<file path="src/loop_ctrl_pkg.sv">
// Constants for the power-down and loop mode control bank.
// Assumes a single 125 MHz APB clock domain with active-low async reset.
// Overview of operation
// RULE1: Soft reset bit resets operating logic, keeps register contents; default clear.
// RULE2: Oscillator power-down bit puts the controlled oscillator in deep sleep.
// RULE3: System clock power-down sleeps system clock input and its multiplier PLL.
// RULE4: Reference input power-down sleeps all reference input receivers.
// RULE5: Converter power-down bit sleeps the time-to-digital converter.
// RULE6: Output PLL power-down bit sleeps the output analog PLL.
// RULE7: Distribution power-down bit sleeps the clock distribution outputs.
// RULE8: Full power-down sleeps everything regardless of individual bits.
// RULE9: Forced holdover bit forces holdover whatever the reference state.
// RULE10: Holdover uses history word if present, else free run word.
// RULE11: During forced holdover phase and frequency lock detectors read unlocked.
// RULE12: Forced free run bit uses only the free run tuning word.
// RULE13: Free run wins when free run and holdover are both forced.
// RULE14: Bits 4:2 pick switchover mode; 000 revertive, 001, 010 defined.
// RULE15: Mode 011 is manual select with automatic holdover on failure.
// RULE16: Mode 100 is full manual with no automatic holdover.
// RULE17: In full manual mode bit 0 picks reference A or B.
// RULE18: Software writes zeros to reserved bits, avoids unused mode codes.
package loop_ctrl_pkg;
    // ==========================================================
    // Register map
    localparam logic [11:0] pd_index    = 12'hA00;
    localparam logic [11:0] loop_index  = 12'hA01;
    localparam logic [13:0] pd_addr     = 14'(pd_index * 4);
    localparam logic [13:0] loop_addr   = 14'(loop_index * 4);
    localparam logic [7:0]  pd_reset    = 8'h00;
    localparam logic [7:0]  loop_reset  = 8'h00;
    localparam logic [7:0]  loop_wmask  = 8'h7D;
    // ==========================================================
    // Field positions
    localparam int soft_reset_bit  = 7;
    localparam int osc_pd_bit      = 6;
    localparam int system_clock_input_pd_bit   = 5;
    localparam int ref_pd_bit      = 4;
    localparam int tdc_pd_bit      = 3;
    localparam int output_analog_pll_pd_bit     = 2;
    localparam int dist_pd_bit     = 1;
    localparam int full_pd_bit     = 0;
    localparam int holdover_bit    = 6;
    localparam int freerun_bit     = 5;
    localparam int mode_lsb        = 2;
    localparam int manual_ref_bit  = 0;
    // ==========================================================
    // Switchover modes and loop states
    typedef enum logic [2:0] {
        mode_revertive     = 3'h0,
        mode_nonrevertive  = 3'h1,
        mode_manual_fallbk = 3'h2,
        mode_manual_hold   = 3'h3,
        mode_full_manual   = 3'h4
    } switch_mode_e;
    typedef enum logic [1:0] {
        st_locked   = 2'h0,
        st_holdover = 2'h1,
        st_freerun  = 2'h3
    } loop_state_e;
    localparam logic [1:0] tw_history = 2'h0;
    localparam logic [1:0] tw_freerun = 2'h1;
    localparam logic [1:0] tw_loop    = 2'h2;
    // Soft reset pulse length in cycles
    localparam logic [3:0] soft_reset_cycles = 4'h4;
endpackage : loop_ctrl_pkg

</file>
<file path="src/ctrl_link_if.sv">
// Interface between register file, power decoder and loop selector.
// Assumes all parties share the APB clock.
interface ctrl_link_if;
    logic [7:0] pd_reg;
    logic [7:0] loop_reg;
    logic       soft_reset_active;
    modport regs (output pd_reg, loop_reg, soft_reset_active);
    modport user (input pd_reg, loop_reg, soft_reset_active);
endinterface : ctrl_link_if

</file>
<file path="src/power_decode.sv">
// Power-down decoder: registered sleep controls per sub-block.
// Assumes controls are read from the register bank through ctrl_link_if.
module power_decode
    import loop_ctrl_pkg::*;
(
    input  wire logic   pclk,
    input  wire logic   presetn,
    ctrl_link_if.user   link,
    output logic [5:0]  sleep
);
    typedef struct packed {
        logic [5:0] sleep;
    } pd_state_s;
    pd_state_s state;
    pd_state_s next_state;
    logic      full;
    logic [5:0] indiv;
    assign full  = link.pd_reg[full_pd_bit];
    assign indiv = link.pd_reg[osc_pd_bit:dist_pd_bit];
    // ==========================================================
    // Sleep per sub-block, full power-down overriding
    always_comb begin
        next_state = state;
        for (int i = 0; i < 6; i++) begin
            next_state.sleep[i] = indiv[i] | full; // RULE8
        end
    end
    always_ff @(posedge pclk or negedge presetn) begin
        if (!presetn) begin
            state <= '0;
        end else begin
            state <= next_state;
        end
    end
    assign sleep = state.sleep;
endmodule : power_decode

</file>
<file path="src/loop_ctrl_regs.sv">
// Power-down and loop mode control bank with APB slave.
// Assumes a single APB master; loop status comes from the loop controller.
//
// Register access over APB was decided locally.
module loop_ctrl_regs
    import loop_ctrl_pkg::*;
(
    input  wire logic        pclk,
    input  wire logic        presetn,
    input  wire logic        psel,
    input  wire logic        penable,
    input  wire logic        pwrite,
    input  wire logic [31:0] paddr,
    input  wire logic [31:0] pwdata,
    input  wire logic [3:0]  pstrb,
    output logic [31:0]      prdata,
    output logic             pready,
    output logic             pslverr,
    input  wire logic        ref_failed,
    input  wire logic        auto_ref_b,
    input  wire logic        history_valid,
    input  wire logic        phase_lock_raw,
    input  wire logic        freq_lock_raw,
    output logic             op_reset,
    output logic             osc_sleep,
    output logic             system_clock_input_sleep,
    output logic             system_clock_input_pll_sleep,
    output logic             ref_rx_sleep,
    output logic             tdc_sleep,
    output logic             output_analog_pll_sleep,
    output logic             dist_sleep,
    output logic             device_sleep,
    output logic [1:0]       loop_state,
    output logic [1:0]       tw_source,
    output logic [2:0]       switch_mode,
    output logic             manual_select,
    output logic             ref_select_b,
    output logic             phase_locked,
    output logic             freq_locked
);
    ctrl_link_if link ();
    logic [5:0] sleep;

    // ==========================================================
    // State
    typedef struct packed {
        logic [7:0]  pd_reg;
        logic [7:0]  loop_reg;
        logic [3:0]  rst_cnt;
        logic        op_reset;
        logic [31:0] prdata;
        logic        pready;
        logic        pslverr;
        logic [1:0]  loop_state;
        logic [1:0]  tw_source;
        logic [2:0]  switch_mode;
        logic        manual_select;
        logic        ref_select_b;
        logic        phase_locked;
        logic        freq_locked;
        logic        device_sleep;
    } regs_state_s;
    regs_state_s state;
    regs_state_s next_state;

    logic        access;
    logic        hit_pd;
    logic        hit_loop;
    logic        holdover_req;
    logic        freerun_req;
    logic [2:0]  mode_f;
    loop_state_e next_loop;

    assign access   = psel && penable && state.pready;
    assign hit_pd   = paddr[13:0] == pd_addr && paddr[31:14] == '0;
    assign hit_loop = paddr[13:0] == loop_addr && paddr[31:14] == '0;
    assign holdover_req = state.loop_reg[holdover_bit];
    assign freerun_req  = state.loop_reg[freerun_bit];
    assign mode_f       = state.loop_reg[mode_lsb +: 3];

    // ==========================================================
    // Loop state selection
    always_comb begin
        if (freerun_req) begin
            next_loop = st_freerun; // RULE12 RULE13
        end else if (holdover_req) begin
            next_loop = st_holdover; // RULE9
        end else begin
            case (mode_f)
                mode_full_manual: next_loop = st_locked; // RULE16
                3'h5, 3'h6, 3'h7: next_loop = st_locked;
                default: begin
                    // Auto modes and 011 fall back to holdover on failure
                    next_loop = ref_failed ? st_holdover : st_locked; // RULE15
                end
            endcase
        end
    end

    // ==========================================================
    // Next state
    always_comb begin
        next_state = state;
        next_state.pready  = 1'b0;
        next_state.pslverr = 1'b0;
        // One wait state: answer at the edge after access begins
        if (psel && penable && !state.pready) begin
            next_state.pready  = 1'b1;
            next_state.pslverr = !(hit_pd || hit_loop);
            next_state.prdata  = '0;
            if (!pwrite && hit_pd) begin
                next_state.prdata = {24'h0, state.pd_reg};
            end else if (!pwrite && hit_loop) begin
                next_state.prdata = {24'h0, state.loop_reg};
            end
        end
        if (access && pwrite && pstrb[0]) begin
            if (hit_pd) begin
                next_state.pd_reg = pwdata[7:0];
            end
            if (hit_loop) begin
                // Reserved bits 7 and 1 stay zero
                next_state.loop_reg = pwdata[7:0] & loop_wmask; // RULE18
            end
        end
        // Soft reset: pulse operating logic, registers untouched
        if (state.pd_reg[soft_reset_bit]) begin
            next_state.pd_reg[soft_reset_bit] = 1'b0; // RULE1
            next_state.rst_cnt = soft_reset_cycles;
        end else if (state.rst_cnt != 4'h0) begin
            next_state.rst_cnt = state.rst_cnt - 4'h1;
        end
        next_state.op_reset = state.pd_reg[soft_reset_bit]
                              || state.rst_cnt > 4'h1; // RULE1
        if (state.op_reset) begin
            next_state.loop_state   = st_freerun;
            next_state.tw_source    = tw_freerun;
            next_state.phase_locked = 1'b0;
            next_state.freq_locked  = 1'b0;
        end else begin
            next_state.loop_state = next_loop;
            case (next_loop)
                st_freerun:  next_state.tw_source = tw_freerun; // RULE12
                st_holdover: begin
                    next_state.tw_source = history_valid
                                           ? tw_history
                                           : tw_freerun; // RULE10
                end
                default:     next_state.tw_source = tw_loop;
            endcase
            // Detectors forced unlocked in forced holdover
            next_state.phase_locked = phase_lock_raw
                                      && !(holdover_req && !freerun_req); // RULE11
            next_state.freq_locked  = freq_lock_raw
                                      && !(holdover_req && !freerun_req); // RULE11
        end
        next_state.switch_mode   = mode_f; // RULE14
        next_state.manual_select = mode_f == mode_full_manual;
        // Full manual uses the register bit, else the auto choice
        next_state.ref_select_b  = (mode_f == mode_full_manual)
                                   ? state.loop_reg[manual_ref_bit]
                                   : auto_ref_b; // RULE17
        next_state.device_sleep  = state.pd_reg[full_pd_bit]; // RULE8
    end

    always_ff @(posedge pclk or negedge presetn) begin
        if (!presetn) begin
            state          <= '0;
            state.pd_reg   <= pd_reset;
            state.loop_reg <= loop_reset;
        end else begin
            state <= next_state;
        end
    end

    // ==========================================================
    // Sub-block connections
    assign link.pd_reg            = state.pd_reg;
    assign link.loop_reg          = state.loop_reg;
    assign link.soft_reset_active = state.op_reset;

    power_decode u_power (
        .pclk    (pclk),
        .presetn (presetn),
        .link    (link.user),
        .sleep   (sleep)
    );

    assign prdata           = state.prdata;
    assign pready           = state.pready;
    assign pslverr          = state.pslverr;
    assign op_reset         = state.op_reset;
    assign osc_sleep        = sleep[5]; // RULE2
    assign system_clock_input_sleep     = sleep[4]; // RULE3
    assign system_clock_input_pll_sleep = sleep[4]; // RULE3
    assign ref_rx_sleep     = sleep[3]; // RULE4
    assign tdc_sleep        = sleep[2]; // RULE5
    assign output_analog_pll_sleep       = sleep[1]; // RULE6
    assign dist_sleep       = sleep[0]; // RULE7
    assign device_sleep     = state.device_sleep;
    assign loop_state       = state.loop_state;
    assign tw_source        = state.tw_source;
    assign switch_mode      = state.switch_mode;
    assign manual_select    = state.manual_select;
    assign ref_select_b     = state.ref_select_b;
    assign phase_locked     = state.phase_locked;
    assign freq_locked      = state.freq_locked;
endmodule : loop_ctrl_regs

</file>
<file path="config.mk">
export PLATFORM = sky130hd
export DESIGN_NAME = loop_ctrl_regs
export DESIGN_NICKNAME = d
export VERILOG_FILES = /design/src/loop_ctrl_pkg.sv /design/src/ctrl_link_if.sv /design/src/power_decode.sv /design/src/loop_ctrl_regs.sv
export SDC_FILE = /design/constraint.sdc
export NUM_CORES = 1
export LEC_CHECK = 0
export ABC_AREA = 1
export BUFFER_PORTS_ARGS = -buffer_cell sky130_fd_sc_hd__buf_4
export CORE_AREA = 4 4 76 78
export CTS_CLUSTER_SIZE = 8
export DETAILED_ROUTE_END_ITERATION = 8
export DIE_AREA = 0 0 80 82
export GPL_TIMING_DRIVEN = 0
export PLACE_DENSITY = 0.86
export SYNTH_ARGS = -nofsm -noshare
export SYNTH_HDL_FRONTEND = slang
export SYNTH_SLANG_ARGS = --single-unit
</file>
<file path="constraint.sdc">
create_clock -name pclk -period 2.9 [get_ports pclk]
set_clock_uncertainty 0.15 [all_clocks]
set_input_delay 0.58 -clock pclk [delete_from_list [all_inputs] [get_ports pclk]]
set_output_delay 0.58 -clock pclk [all_outputs]
set_load 0.01 [all_outputs]
</file>
; Word-level counts from Yosys, hierarchy flattened
; Index checks and enable logic that the tools add are counted.
[classes]
order_cmp = 1
eq_ne = 8
reduce_logical = 28
n_bitwise = 6
add_sub_neg = 1
n_mux = 18
[op_table]
columns = operator, n
row1 = 14-bit equality test (second input constant), 2
row2 = 18-bit logical NOT, 1
row3 = 16-bit two-way mux, 1
row4 = 8-bit two-way mux, 2
row5 = 7-bit two-way mux, 2
row6 = 3-bit equality test (second input constant), 4
row7 = 1-bit logical AND, 12
row8 = 4-bit two-way mux, 3
row9 = 1-bit two-way mux, 6
row10 = 2-bit two-way mux, 3
row11 = 1-bit bitwise OR, 6
row12 = 2-bit AND reduction, 3
row13 = 2-bit nonzero test, 3
row14 = 1-bit logical NOT, 5
row15 = 4-bit by 1-bit greater-than comparator with 1-bit output (second input constant), 1
row16 = 2-bit case mux with 2 select lines, 1
row17 = 4-bit nonzero test, 1
row18 = 4-bit OR reduction, 1
row19 = 4-bit by 1-bit subtractor with 4-bit output (second input constant), 1
row20 = 2-bit by 1-bit equality test with 1-bit output (second input constant), 1
row21 = 2-bit equality test (second input constant), 1
row22 = 1-bit logical OR, 2
[totals]
reg_bits = 47
input_bits = 78
output_inout_bits = 54

; Depth between registers and ports, before layout
; Gate-level depths: netlist of run 1.
[logic_depth]
depth_word = 8
mapped_depth = 9

; Hierarchy
; A second synthesis of run 1 with hierarchy kept.
[hier_totals]
cells_unflattened = 271
hier_area_um2 = 2446.1
[by_module_without_submodules]
columns = mod, cells_per_inst, area_each_um2, seq_area_each_um2, n_inst
row1 = loop_ctrl_regs, 252, 2247.2, 1026.0, 1
row2 = power_decode, 19, 198.9, 150.1, 1

; Worst setup path after synthesis of run 1
; No wires, ideal clock.
[synth_timing]
path_type = input port to flip-flop
start = in paddr[15]
end = reg, netlist name link.pd_reg[4]
arrival_time_ns = 1.530
n_path_buf = 1
setup_time_ns = 0.118
path_stages = 8
setup_slack_ns = 1.101
cell_sequence = or2_4 > nor2_4 > nand3_4 > nor2_8 > nand2_4 > buf_6 > nand2_2 > o21ai_2
[synth_between]
elab_chain_cells = 3
[synth_lines]
columns = element, line_no
row1 = "start, declared", loop_ctrl_regs.sv:13  ; input wire logic [31:0] paddr,
row2 = 18-bit logical NOT, loop_ctrl_regs.sv:75  ; assign hit_pd = paddr[13:0] == pd_addr && paddr[31:14] == '0;
row3 = 1-bit logical AND, loop_ctrl_regs.sv:75
row4 = 2-bit AND reduction (no line), n/a
; Every way passes these cells.
; A chain may end at the register's enable or synchronous reset.

; Final worst setup path of run 1
[layout_timing]
start = in paddr[15]
end = reg, netlist name link.pd_reg[4]
[layout_between]
elab_chain_cells = 3
[layout_lines]
columns = element, line_no
row1 = 18-bit logical NOT, loop_ctrl_regs.sv:75
row2 = 1-bit logical AND, loop_ctrl_regs.sv:75
row3 = 2-bit AND reduction (no line), n/a
; Every way passes these cells.

==> reports/metrics.csv, run 1 <==
metric;value;unit
status;finished clean;
HP Class;primary input to asynchronous set/reset pin;
Gate power share;18.2;%
GRT overflow;0;
Worst setup endpoint;link.pd_reg[4]$_DFFE_PN0P_;
height of the die;82;um
cell count after synthesis;257;
max cap viols;0;
Worst Path Max Fanout;10;
setup bufs post-CTS;0;
compound-cell area share of the yosys netlist;6.33;%
Site Rows;26;
LEAKAGE;1.88;nW
reg2reg setup slack;1.41;ns
vias in the first global route;1818;
# diodes;0;
mux cell area share after synthesis;0.471;%
count leader, synth;dfrtp_1;
Worst-path clk slew;0.08;ns
Layout area overhead;36.6;%
data arrival time of the worst path;1.74;ns
full die area;0.00656;sq mm
Data required, critical path;2.95;ns
worst r2r path cells;4;
Total Routing Usage GR;16.1;%
top post-synthesis cells by area;dfrtp_1, buf_4, nand2_1, o21ai_2, nor2_1;
Post-synth EDFFs;0;
launch point of the worst reg-to-reg path;pready$_DFF_PN0_;
cts hold-fix bufs;0;
smallest hold slack;0.130;ns
crit path from;paddr[15];
CTS tree;done;
Synth top area share;49.2;%
largest net degree at the start of global routing;48;
Top FF cell, synth;dfrtp_1;
Max Freq;589;MHz
clock latency at the later pin of the worst-skew pair;0.30;ns
setup violators final;0;
Pint;1.04;mW
starting density of the core;47.1;%
final hold vios;0;
switch share;24.3;%
routed len/inst;11.6;um
clock share of power;31.2;%
placed wire-length estimate;4.09;mm
Ports;132;
asr flop ratio synth;100;%
main combinational cell family by area after synthesis;simple AND/OR/NAND/NOR gates;
RR Endpoint;prdata[0]$_DFFE_PN0P_;
Synth Area in Adders;1.05;%
Nets;447;
register bit count reported by yosys;47;
clock root buffer;clkbuf_8;
Synth Area in Simple Gates;25.1;%
H-tree levels;2;
CP max stage cell;or2_4;
Setup CP Type;primary input to register;
PwrDens;420;mW/mm^2
# clock sinks;47;
drt drc;0;
Slew Limit Fails;0;
worst slew pin tran;0.579;ns
Setup crit start kind;primary input;
synth warn;0;
critical path's largest stage delay;0.25;ns
post-route ant nets;0;
largest area contributor in the synthesized netlist;dfrtp_1;
commonest cells in the netlist;dfrtp_1, nand2_1, buf_4;
pre-CTS setup slack;0.865;ns
sequential share of power;50.6;%
xor/xnor share of the synthesized area;0.366;%
Placed Instance Area;0.00317;sq mm
Placeable Area;0.00507;sq mm
Mean Syn Cell Area;9.31;sq um
filler cell count;418;
vias post-DR;1935;
worst path cell trace;buf_4, or2_4, nor2_4, nand3_4, nor2_8, nand2_4, buf_6, nand2_2, o21ai_2;
IO Port Bufs;80;
cell area after synthesis;0.00239;sq mm
first-pass GRT wire length;8.19;mm
CTS Buf Count;5;
Synth cell types;29;
Slew headroom;61.4;%
first-pass detailed-route iteration total;4;
RSZ-0062 raised after global routing;no;
total length of routed wires;5.08;mm
Placer Congestion;0.822;
setup TNS;0;ns
Design Area, Final;0.00327;sq mm
NetSw;334;uW
Final min period;1.70;ns
initial DRC count;86;
post-CTS resize count;0;
sequential share of the synthesized area;49.2;%
initial antenna violation count;0;
VDD IR max;0.200;mV
share of cells above drive strength 1;44.0;%
Critical Path End Type;register;
CTS max path bufs;2;
Setup WS post-layout;1.20;ns
Final period util;58.5;%
vias per cell;4.42;
Die Span X;80;um
power groups by stage:
stage          clock [mW]  combinational, mW  sequential (mW)
2_1_floorplan           0              0.129            0.710
3_3_place_gp            0              0.243            0.706
3_5_place_dp            0              0.251            0.707
4_1_cts             0.434              0.252            0.694
5_1_grt             0.465              0.277            0.696
6_report            0.428              0.250            0.694
kinds of logic (layout without fill, tap and decap cells):
logic type	Yosys count	count (layout)
other cells	1	24
buf+inv	67	155
simple gates	118	118
fa+ha+maj	2	2
xor+xnor	1	1
compound gates	20	20
flops	47	47
mux	1	1
area by class of cell:
cell class	count	area (sq um)	share of cell area, %
inverter	23	86.3	2.64
timing repair buffer	80	601	18.4
multi-input combinational	166	886	27.1
clock buffer	8	100	3.06
buffer	44	330	10.1
tap	70	87.6	2.68
sequential	47	1180	36.0
critical path, delay by kind of cell:
kind,cells,cell delay (ns)
compound gates,1,0.05
buf+inv,2,0.28
simple gates,6,0.84
cells in the final DEF, fill, tap and decap left out, drive strengths merged:
cell      n
conb     24
or2       8
inv      22
nand4     6
o22ai     1
xor2      1
and2      1
o211ai    2
clkbuf   10
nand3    19
buf     122
nor2     31
a21oi     2
nor3      2
o21ai    15
ha        2
clkinv    1
dfrtp    47
mux2      1
nand2    51
per-layer routing:
| metal | up-vias | wire length [um] | global-route usage [%] |
|---|---|---|---|
| li1 | 969 | - | - |
| met1 | 901 | 1930 | 19.3 |
| met2 | 55 | 2770 | 27.4 |
| met3 | 10 | 304 | 4.71 |
| met4 | 0 | 80 | 5.91 |
| met5 | - | 0 | 0 |
stage by stage:
stage          std cells  total power, mW  utilization (%)
6_report             438             1.37             64.4
5_1_grt              438             1.44             64.4
4_1_cts              438             1.38             64.4
3_5_place_dp         430            0.958             62.4
3_3_place_gp         430            0.950             62.4
2_1_floorplan        280            0.839                -
worst min path at each step:
stage	start	end	slack [ns]
after CTS	presetn	phase_locked$_DFF_PN0_	0.14
after global routing	presetn	device_sleep$_DFF_PN0_	0.17
after global placement	link.loop_reg[2]$_DFFE_PN0P_	switch_mode[0]$_DFF_PN0_	0.28
after detailed placement	link.loop_reg[3]$_DFFE_PN0P_	switch_mode[1]$_DFF_PN0_	0.29
final	presetn	tw_source[1]$_DFF_PN0_	0.13
after floorplan	presetn	device_sleep$_DFF_PN0_	0.13
Note: power is estimated with default switching activity, not from simulation.
==> inputs of run 2 (changes only) <==
--- a/config.mk
+++ b/config.mk
@@ -7,12 +7,12 @@
 export LEC_CHECK = 0
 export ABC_AREA = 1
 export BUFFER_PORTS_ARGS = -buffer_cell sky130_fd_sc_hd__buf_4
-export CORE_AREA = 4 4 76 78
+export CORE_AREA = 4 4 79 81
 export CTS_CLUSTER_SIZE = 8
 export DETAILED_ROUTE_END_ITERATION = 8
-export DIE_AREA = 0 0 80 82
+export DIE_AREA = 0 0 83 85
 export GPL_TIMING_DRIVEN = 0
-export PLACE_DENSITY = 0.86
+export PLACE_DENSITY = 0.8
 export SYNTH_ARGS = -nofsm -noshare
 export SYNTH_HDL_FRONTEND = slang
 export SYNTH_SLANG_ARGS = --single-unit
==> constraint.sdc (replaced) <==
create_clock -name pclk -period 1.65 [get_ports pclk]
set_clock_uncertainty 0.15 [all_clocks]
set_input_delay 0.33 -clock pclk [delete_from_list [all_inputs] [get_ports pclk]]
set_output_delay 0.33 -clock pclk [all_outputs]
set_load 0.01 [all_outputs]
==> reports/metrics.csv, run 2 (same netlist as run 1, synthesis figures left out) <==
metric;value;unit
H-tree levels;2;
share of cells above drive strength 1;43.9;%
RR Endpoint;prdata[0]$_DFFE_PN0P_;
height of the die;85;um
Total Routing Usage GR;13.9;%
Nets;448;
WP buf/inv;1;
switch share;23.5;%
Max Freq;674;MHz
LEAKAGE;1.88;nW
Critical Path End Type;register;
worst r2r path cells;4;
final hold vios;0;
max cap viols;0;
drt drc;0;
Setup crit start kind;register;
Slew Limit Fails;0;
CP delay by family, top;simple AND/OR/NAND/NOR gates;
GRT overflow;0;
post-route ant nets;0;
Pwr Total;2.39;mW
vias post-DR;1920;
starting density of the core;43.7;%
CTS tree;done;
Final min period;1.48;ns
Final period util;90.0;%
full die area;0.00706;sq mm
IO Port Bufs;80;
hold endpoint;phase_locked$_DFF_PN0_;
critical path's largest stage delay;0.40;ns
vias in the first global route;1829;
largest net degree at the start of global routing;48;
Placeable Area;0.00547;sq mm
Placer Congestion;0.760;
met3 Use GR;4.17;%
post-CTS resize count;0;
initial antenna violation count;0;
Slew headroom;61.7;%
vias per cell;4.35;
worst path cell trace;nor2_1, clkbuf_1, nand4_1, nand3_1;
Setup CP Type;register to register;
Layout area overhead;37.1;%
Die Span X;83;um
clock root buffer;clkbuf_8;
min-delay src;phase_lock_raw;
Worst Path Max Fanout;10;
placed wire-length estimate;3.96;mm
cts hold-fix bufs;1;
leading cell type in the layout, fill and taps excluded;buf_4;
launch point of the worst reg-to-reg path;pready$_DFF_PN0_;
clock latency at the later pin of the worst-skew pair;0.29;ns
Ports;132;
HP Class;primary input to register;
Gate power share;18.3;%
# diodes;0;
first-pass GRT wire length;8.14;mm
PwrDens;728;mW/mm^2
CP max stage cell;dfrtp_1;
Pint;1.83;mW
grt peak-use layer;met2;
total length of routed wires;4.88;mm
reg2reg setup slack;0.17;ns
RSZ-0062 raised after global routing;no;
Site Rows;27;
M1 GR Usage;16.4;%
sequential share of power;51.1;%
status;finished clean;
most frequent cells in the layout;buf_4, dfrtp_1, nand2_1, nor2_1, conb_1;
first-pass detailed-route iteration total;4;
data arrival time of the worst path;1.57;ns
setup violators final;0;
clock share of power;30.6;%
CTS Buf Count;5;
Finished Core Util;59.9;%
Data required, critical path;1.73;ns
CTS max path bufs;2;
VDD IR max;0.450;mV
smallest hold slack;0.104;ns
initial DRC count;147;
Worst-path clk slew;0.08;ns
routed len/inst;11.1;um
NetSw;561;uW
setup bufs post-CTS;0;
# clock sinks;47;
WHS Path Cells;3;
met2 usage;24.6;%
worst slew pin tran;0.575;ns
==> run 2: cell types whose count changed in the layout (fill, tap and decap cells not counted) <==
cell,delta
dlygate4sd3_1,+1
==> run 2: layout make-up <==
type	instances	area (sq um)
fillers	494	2190
flip-flops and latches	47	1180
multi-input cells	166	886
repair buffers	81	611
plain buffers	44	330
clock buffers	8	100
well taps	72	90.1
inverters	23	86.3
==> run 2: how the worst max path moves through the flow <==
stage                                start                           end  slack (ns)  depth (start not counted)
after CTS                 pready$_DFF_PN0_  link.loop_reg[5]$_DFFE_PN0P_        0.19                          6
after floorplan                  paddr[15]    link.pd_reg[4]$_DFFE_PN0P_        0.10                          8
after global routing      pready$_DFF_PN0_         prdata[0]$_DFFE_PN0P_        0.04                          4
after global placement           paddr[15]    link.pd_reg[5]$_DFFE_PN0P_        -0.1                          9
after detailed placement         paddr[15]    link.pd_reg[5]$_DFFE_PN0P_       -0.13                          9
final                     pready$_DFF_PN0_         prdata[0]$_DFFE_PN0P_        0.17                          4
==> run 2: stage by stage <==
step | cell area, sq um | TNS [ns] | cells | setup slack [ns]
global placement | 3170 | -0.830 | 432 | -0.0993
finish | 3280 | 0 | 441 | 0.166
detailed placement | 3170 | -1.18 | 432 | -0.129
CTS | 3280 | 0 | 441 | 0.185
global route | 3280 | 0 | 441 | 0.0411
floorplan | 2480 | 0 | 280 | 0.101
==> run 2: worst reg2reg max path: cells and delay by family, from the launching register on <==
family,cells,cell delay [ns]
simple gates,3,0.50
buf+inv,1,0.37
flops,1,0.40
==> run 2: routing by layer <==
metal	vias up	part of all wire [%]
met1	883	38
met2	63	55
met5	-	0
met4	0	1.6
met3	9	6.1
li1	965	-
==> run 2: power by group through the flow <==
stage / combinational [mW] / clock [mW] / sequential (mW)
after floorplan: 0.227 / 0 / 1.25
after global placement: 0.430 / 0 / 1.24
after detailed placement: 0.439 / 0 / 1.24
after CTS: 0.441 / 0.751 / 1.22
after global routing: 0.487 / 0.800 / 1.23
final: 0.437 / 0.729 / 1.22
==> inputs of run 3 (changes only) <==
--- a/config.mk
+++ b/config.mk
@@ -7,10 +7,10 @@
 export LEC_CHECK = 0
 export ABC_AREA = 1
 export BUFFER_PORTS_ARGS = -buffer_cell sky130_fd_sc_hd__buf_4
-export CORE_AREA = 4 4 79 81
+export CORE_AREA = 2 2 77 79
 export CTS_CLUSTER_SIZE = 8
 export DETAILED_ROUTE_END_ITERATION = 8
-export DIE_AREA = 0 0 83 85
+export DIE_AREA = 0 0 79 81
 export GPL_TIMING_DRIVEN = 0
 export PLACE_DENSITY = 0.8
 export SYNTH_ARGS = -nofsm -noshare
==> reports/metrics.csv, run 3 (same netlist as run 1, synthesis figures left out) <==
metric;value;unit
status;finished clean;
Slew headroom;63.0;%
clock root buffer;clkbuf_8;
Pint;1.82;mW
IO Port Bufs;80;
RR Endpoint;prdata[2]$_DFFE_PN0P_;
leading cell type in the layout, fill and taps excluded;buf_4;
sequential share of power;51.0;%
initial antenna violation count;0;
placed wire-length estimate;3.58;mm
NetSw;564;uW
LEAKAGE;1.88;nW
WHS Path Cells;3;
most frequent cells in the layout;buf_4, dfrtp_1, nand2_1, nor2_1, conb_1;
Worst Path Max Fanout;10;
Gate power share;18.3;%
Critical Path End Type;register;
CP max stage cell;dfrtp_1;
clock latency at the later pin of the worst-skew pair;0.30;ns
first-pass GRT wire length;7.61;mm
Die Span X;79;um
min-delay src;pwdata[1];
post-route ant nets;0;
worst r2r path cells;4;
switch share;23.6;%
launch point of the worst reg-to-reg path;pready$_DFF_PN0_;
largest net degree at the start of global routing;48;
H-tree levels;2;
share of cells above drive strength 1;43.9;%
data arrival time of the worst path;1.58;ns
Final min period;1.49;ns
Final period util;90.3;%
drt drc;0;
Site Rows;28;
Placer Congestion;0.763;
setup bufs post-CTS;0;
starting density of the core;42.2;%
final hold vios;0;
Setup CP Type;register to register;
smallest hold slack;0.102;ns
worst slew pin tran;0.556;ns
critical path's largest stage delay;0.40;ns
GRT overflow;0;
Max Freq;671;MHz
Placed Instance Area;0.00317;sq mm
Design Area, Final;0.00328;sq mm
Data required, critical path;1.74;ns
Nets;448;
HP Class;primary input to register;
# clock sinks;47;
height of the die;81;um
Total Routing Usage GR;15.3;%
worst path cell trace;nor2_1, clkbuf_1, nand4_1, nand3_1;
hold endpoint;link.pd_reg[1]$_DFFE_PN0P_;
vias in the first global route;1840;
Slew Limit Fails;0;
CTS Buf Count;5;
max cap viols;0;
vias post-DR;1880;
Worst-path clk slew;0.08;ns
Setup crit start kind;register;
RSZ-0062 raised after global routing;no;
routed len/inst;10.1;um
total length of routed wires;4.50;mm
CP delay by family, top;simple AND/OR/NAND/NOR gates;
Layout area overhead;37.2;%
setup TNS;0;ns
# diodes;0;
clock share of power;30.7;%
CTS tree;done;
setup violators final;0;
initial DRC count;119;
reg2reg setup slack;0.16;ns
Finished Core Util;57.8;%
first-pass detailed-route iteration total;4;
PwrDens;728;mW/mm^2
Placeable Area;0.00568;sq mm
WP buf/inv;1;
CTS max path bufs;2;
full die area;0.00640;sq mm
Ports;132;
vias per cell;4.23;
VDD IR max;0.321;mV
[run 3: cell counts in the layout (fill, tap and decap cells not counted)]
No cell type changed its count.
[run 3: worst max path at each step]
stage / endpoint / from / depth (start not counted) / slack, ns
2_1_floorplan: link.pd_reg[4]$_DFFE_PN0P_ / paddr[15] / 8 / 0.10
3_3_place_gp: link.pd_reg[5]$_DFFE_PN0P_ / paddr[15] / 9 / -0.10
3_5_place_dp: link.pd_reg[5]$_DFFE_PN0P_ / paddr[15] / 9 / -0.12
4_1_cts: link.loop_reg[6]$_DFFE_PN0P_ / pready$_DFF_PN0_ / 6 / 0.16
5_1_grt: link.loop_reg[4]$_DFFE_PN0P_ / pready$_DFF_PN0_ / 6 / 0.06
6_report: prdata[2]$_DFFE_PN0P_ / pready$_DFF_PN0_ / 4 / 0.16
[run 3: what timing repair did]
action	CTS	global route
endpoints found under the hold margin	47	0
hold buffers	1	0
resized for setup	0	0
[run 3: power by group through the flow]
stage,clock network [mW],logic (mW),registers (mW)
CTS,0.753,0.440,1.22
global placement,0,0.427,1.24
floorplan,0,0.227,1.25
finish,0.733,0.438,1.22
detailed placement,0,0.437,1.24
global route,0.802,0.485,1.23
[run 3: layer usage]
metal,vias to the layer above,track usage (%),wire (um)
met5,-,0,0
met4,0,6.21,75
met2,57,28.0,2380
li1,969,-,-
met1,846,16.6,1760
met3,8,4.44,283
[run 3: stage by stage]
step / setup WS, ns / total power, mW / instances
global route: 0.0620 / 2.51 / 444
CTS: 0.158 / 2.41 / 444
floorplan: 0.101 / 1.48 / 280
finish: 0.160 / 2.39 / 444
detailed placement: -0.118 / 1.68 / 435
global placement: -0.104 / 1.67 / 435
[run 3: layout make-up]
type,instances,area [sq um]
Multi-Input combinational cell,166,886
Tap cell,75,93.8
Sequential cell,47,1180
Clock buffer,8,100
Timing Repair Buffer,81,611
Inverter,23,86.3
Fill cell,510,2390
Buffer,44,330
[run 3: worst min-delay path: stages]
cell     delay (ns)
buf_4          0.08
nand3_1        0.06
nand2_1        0.06
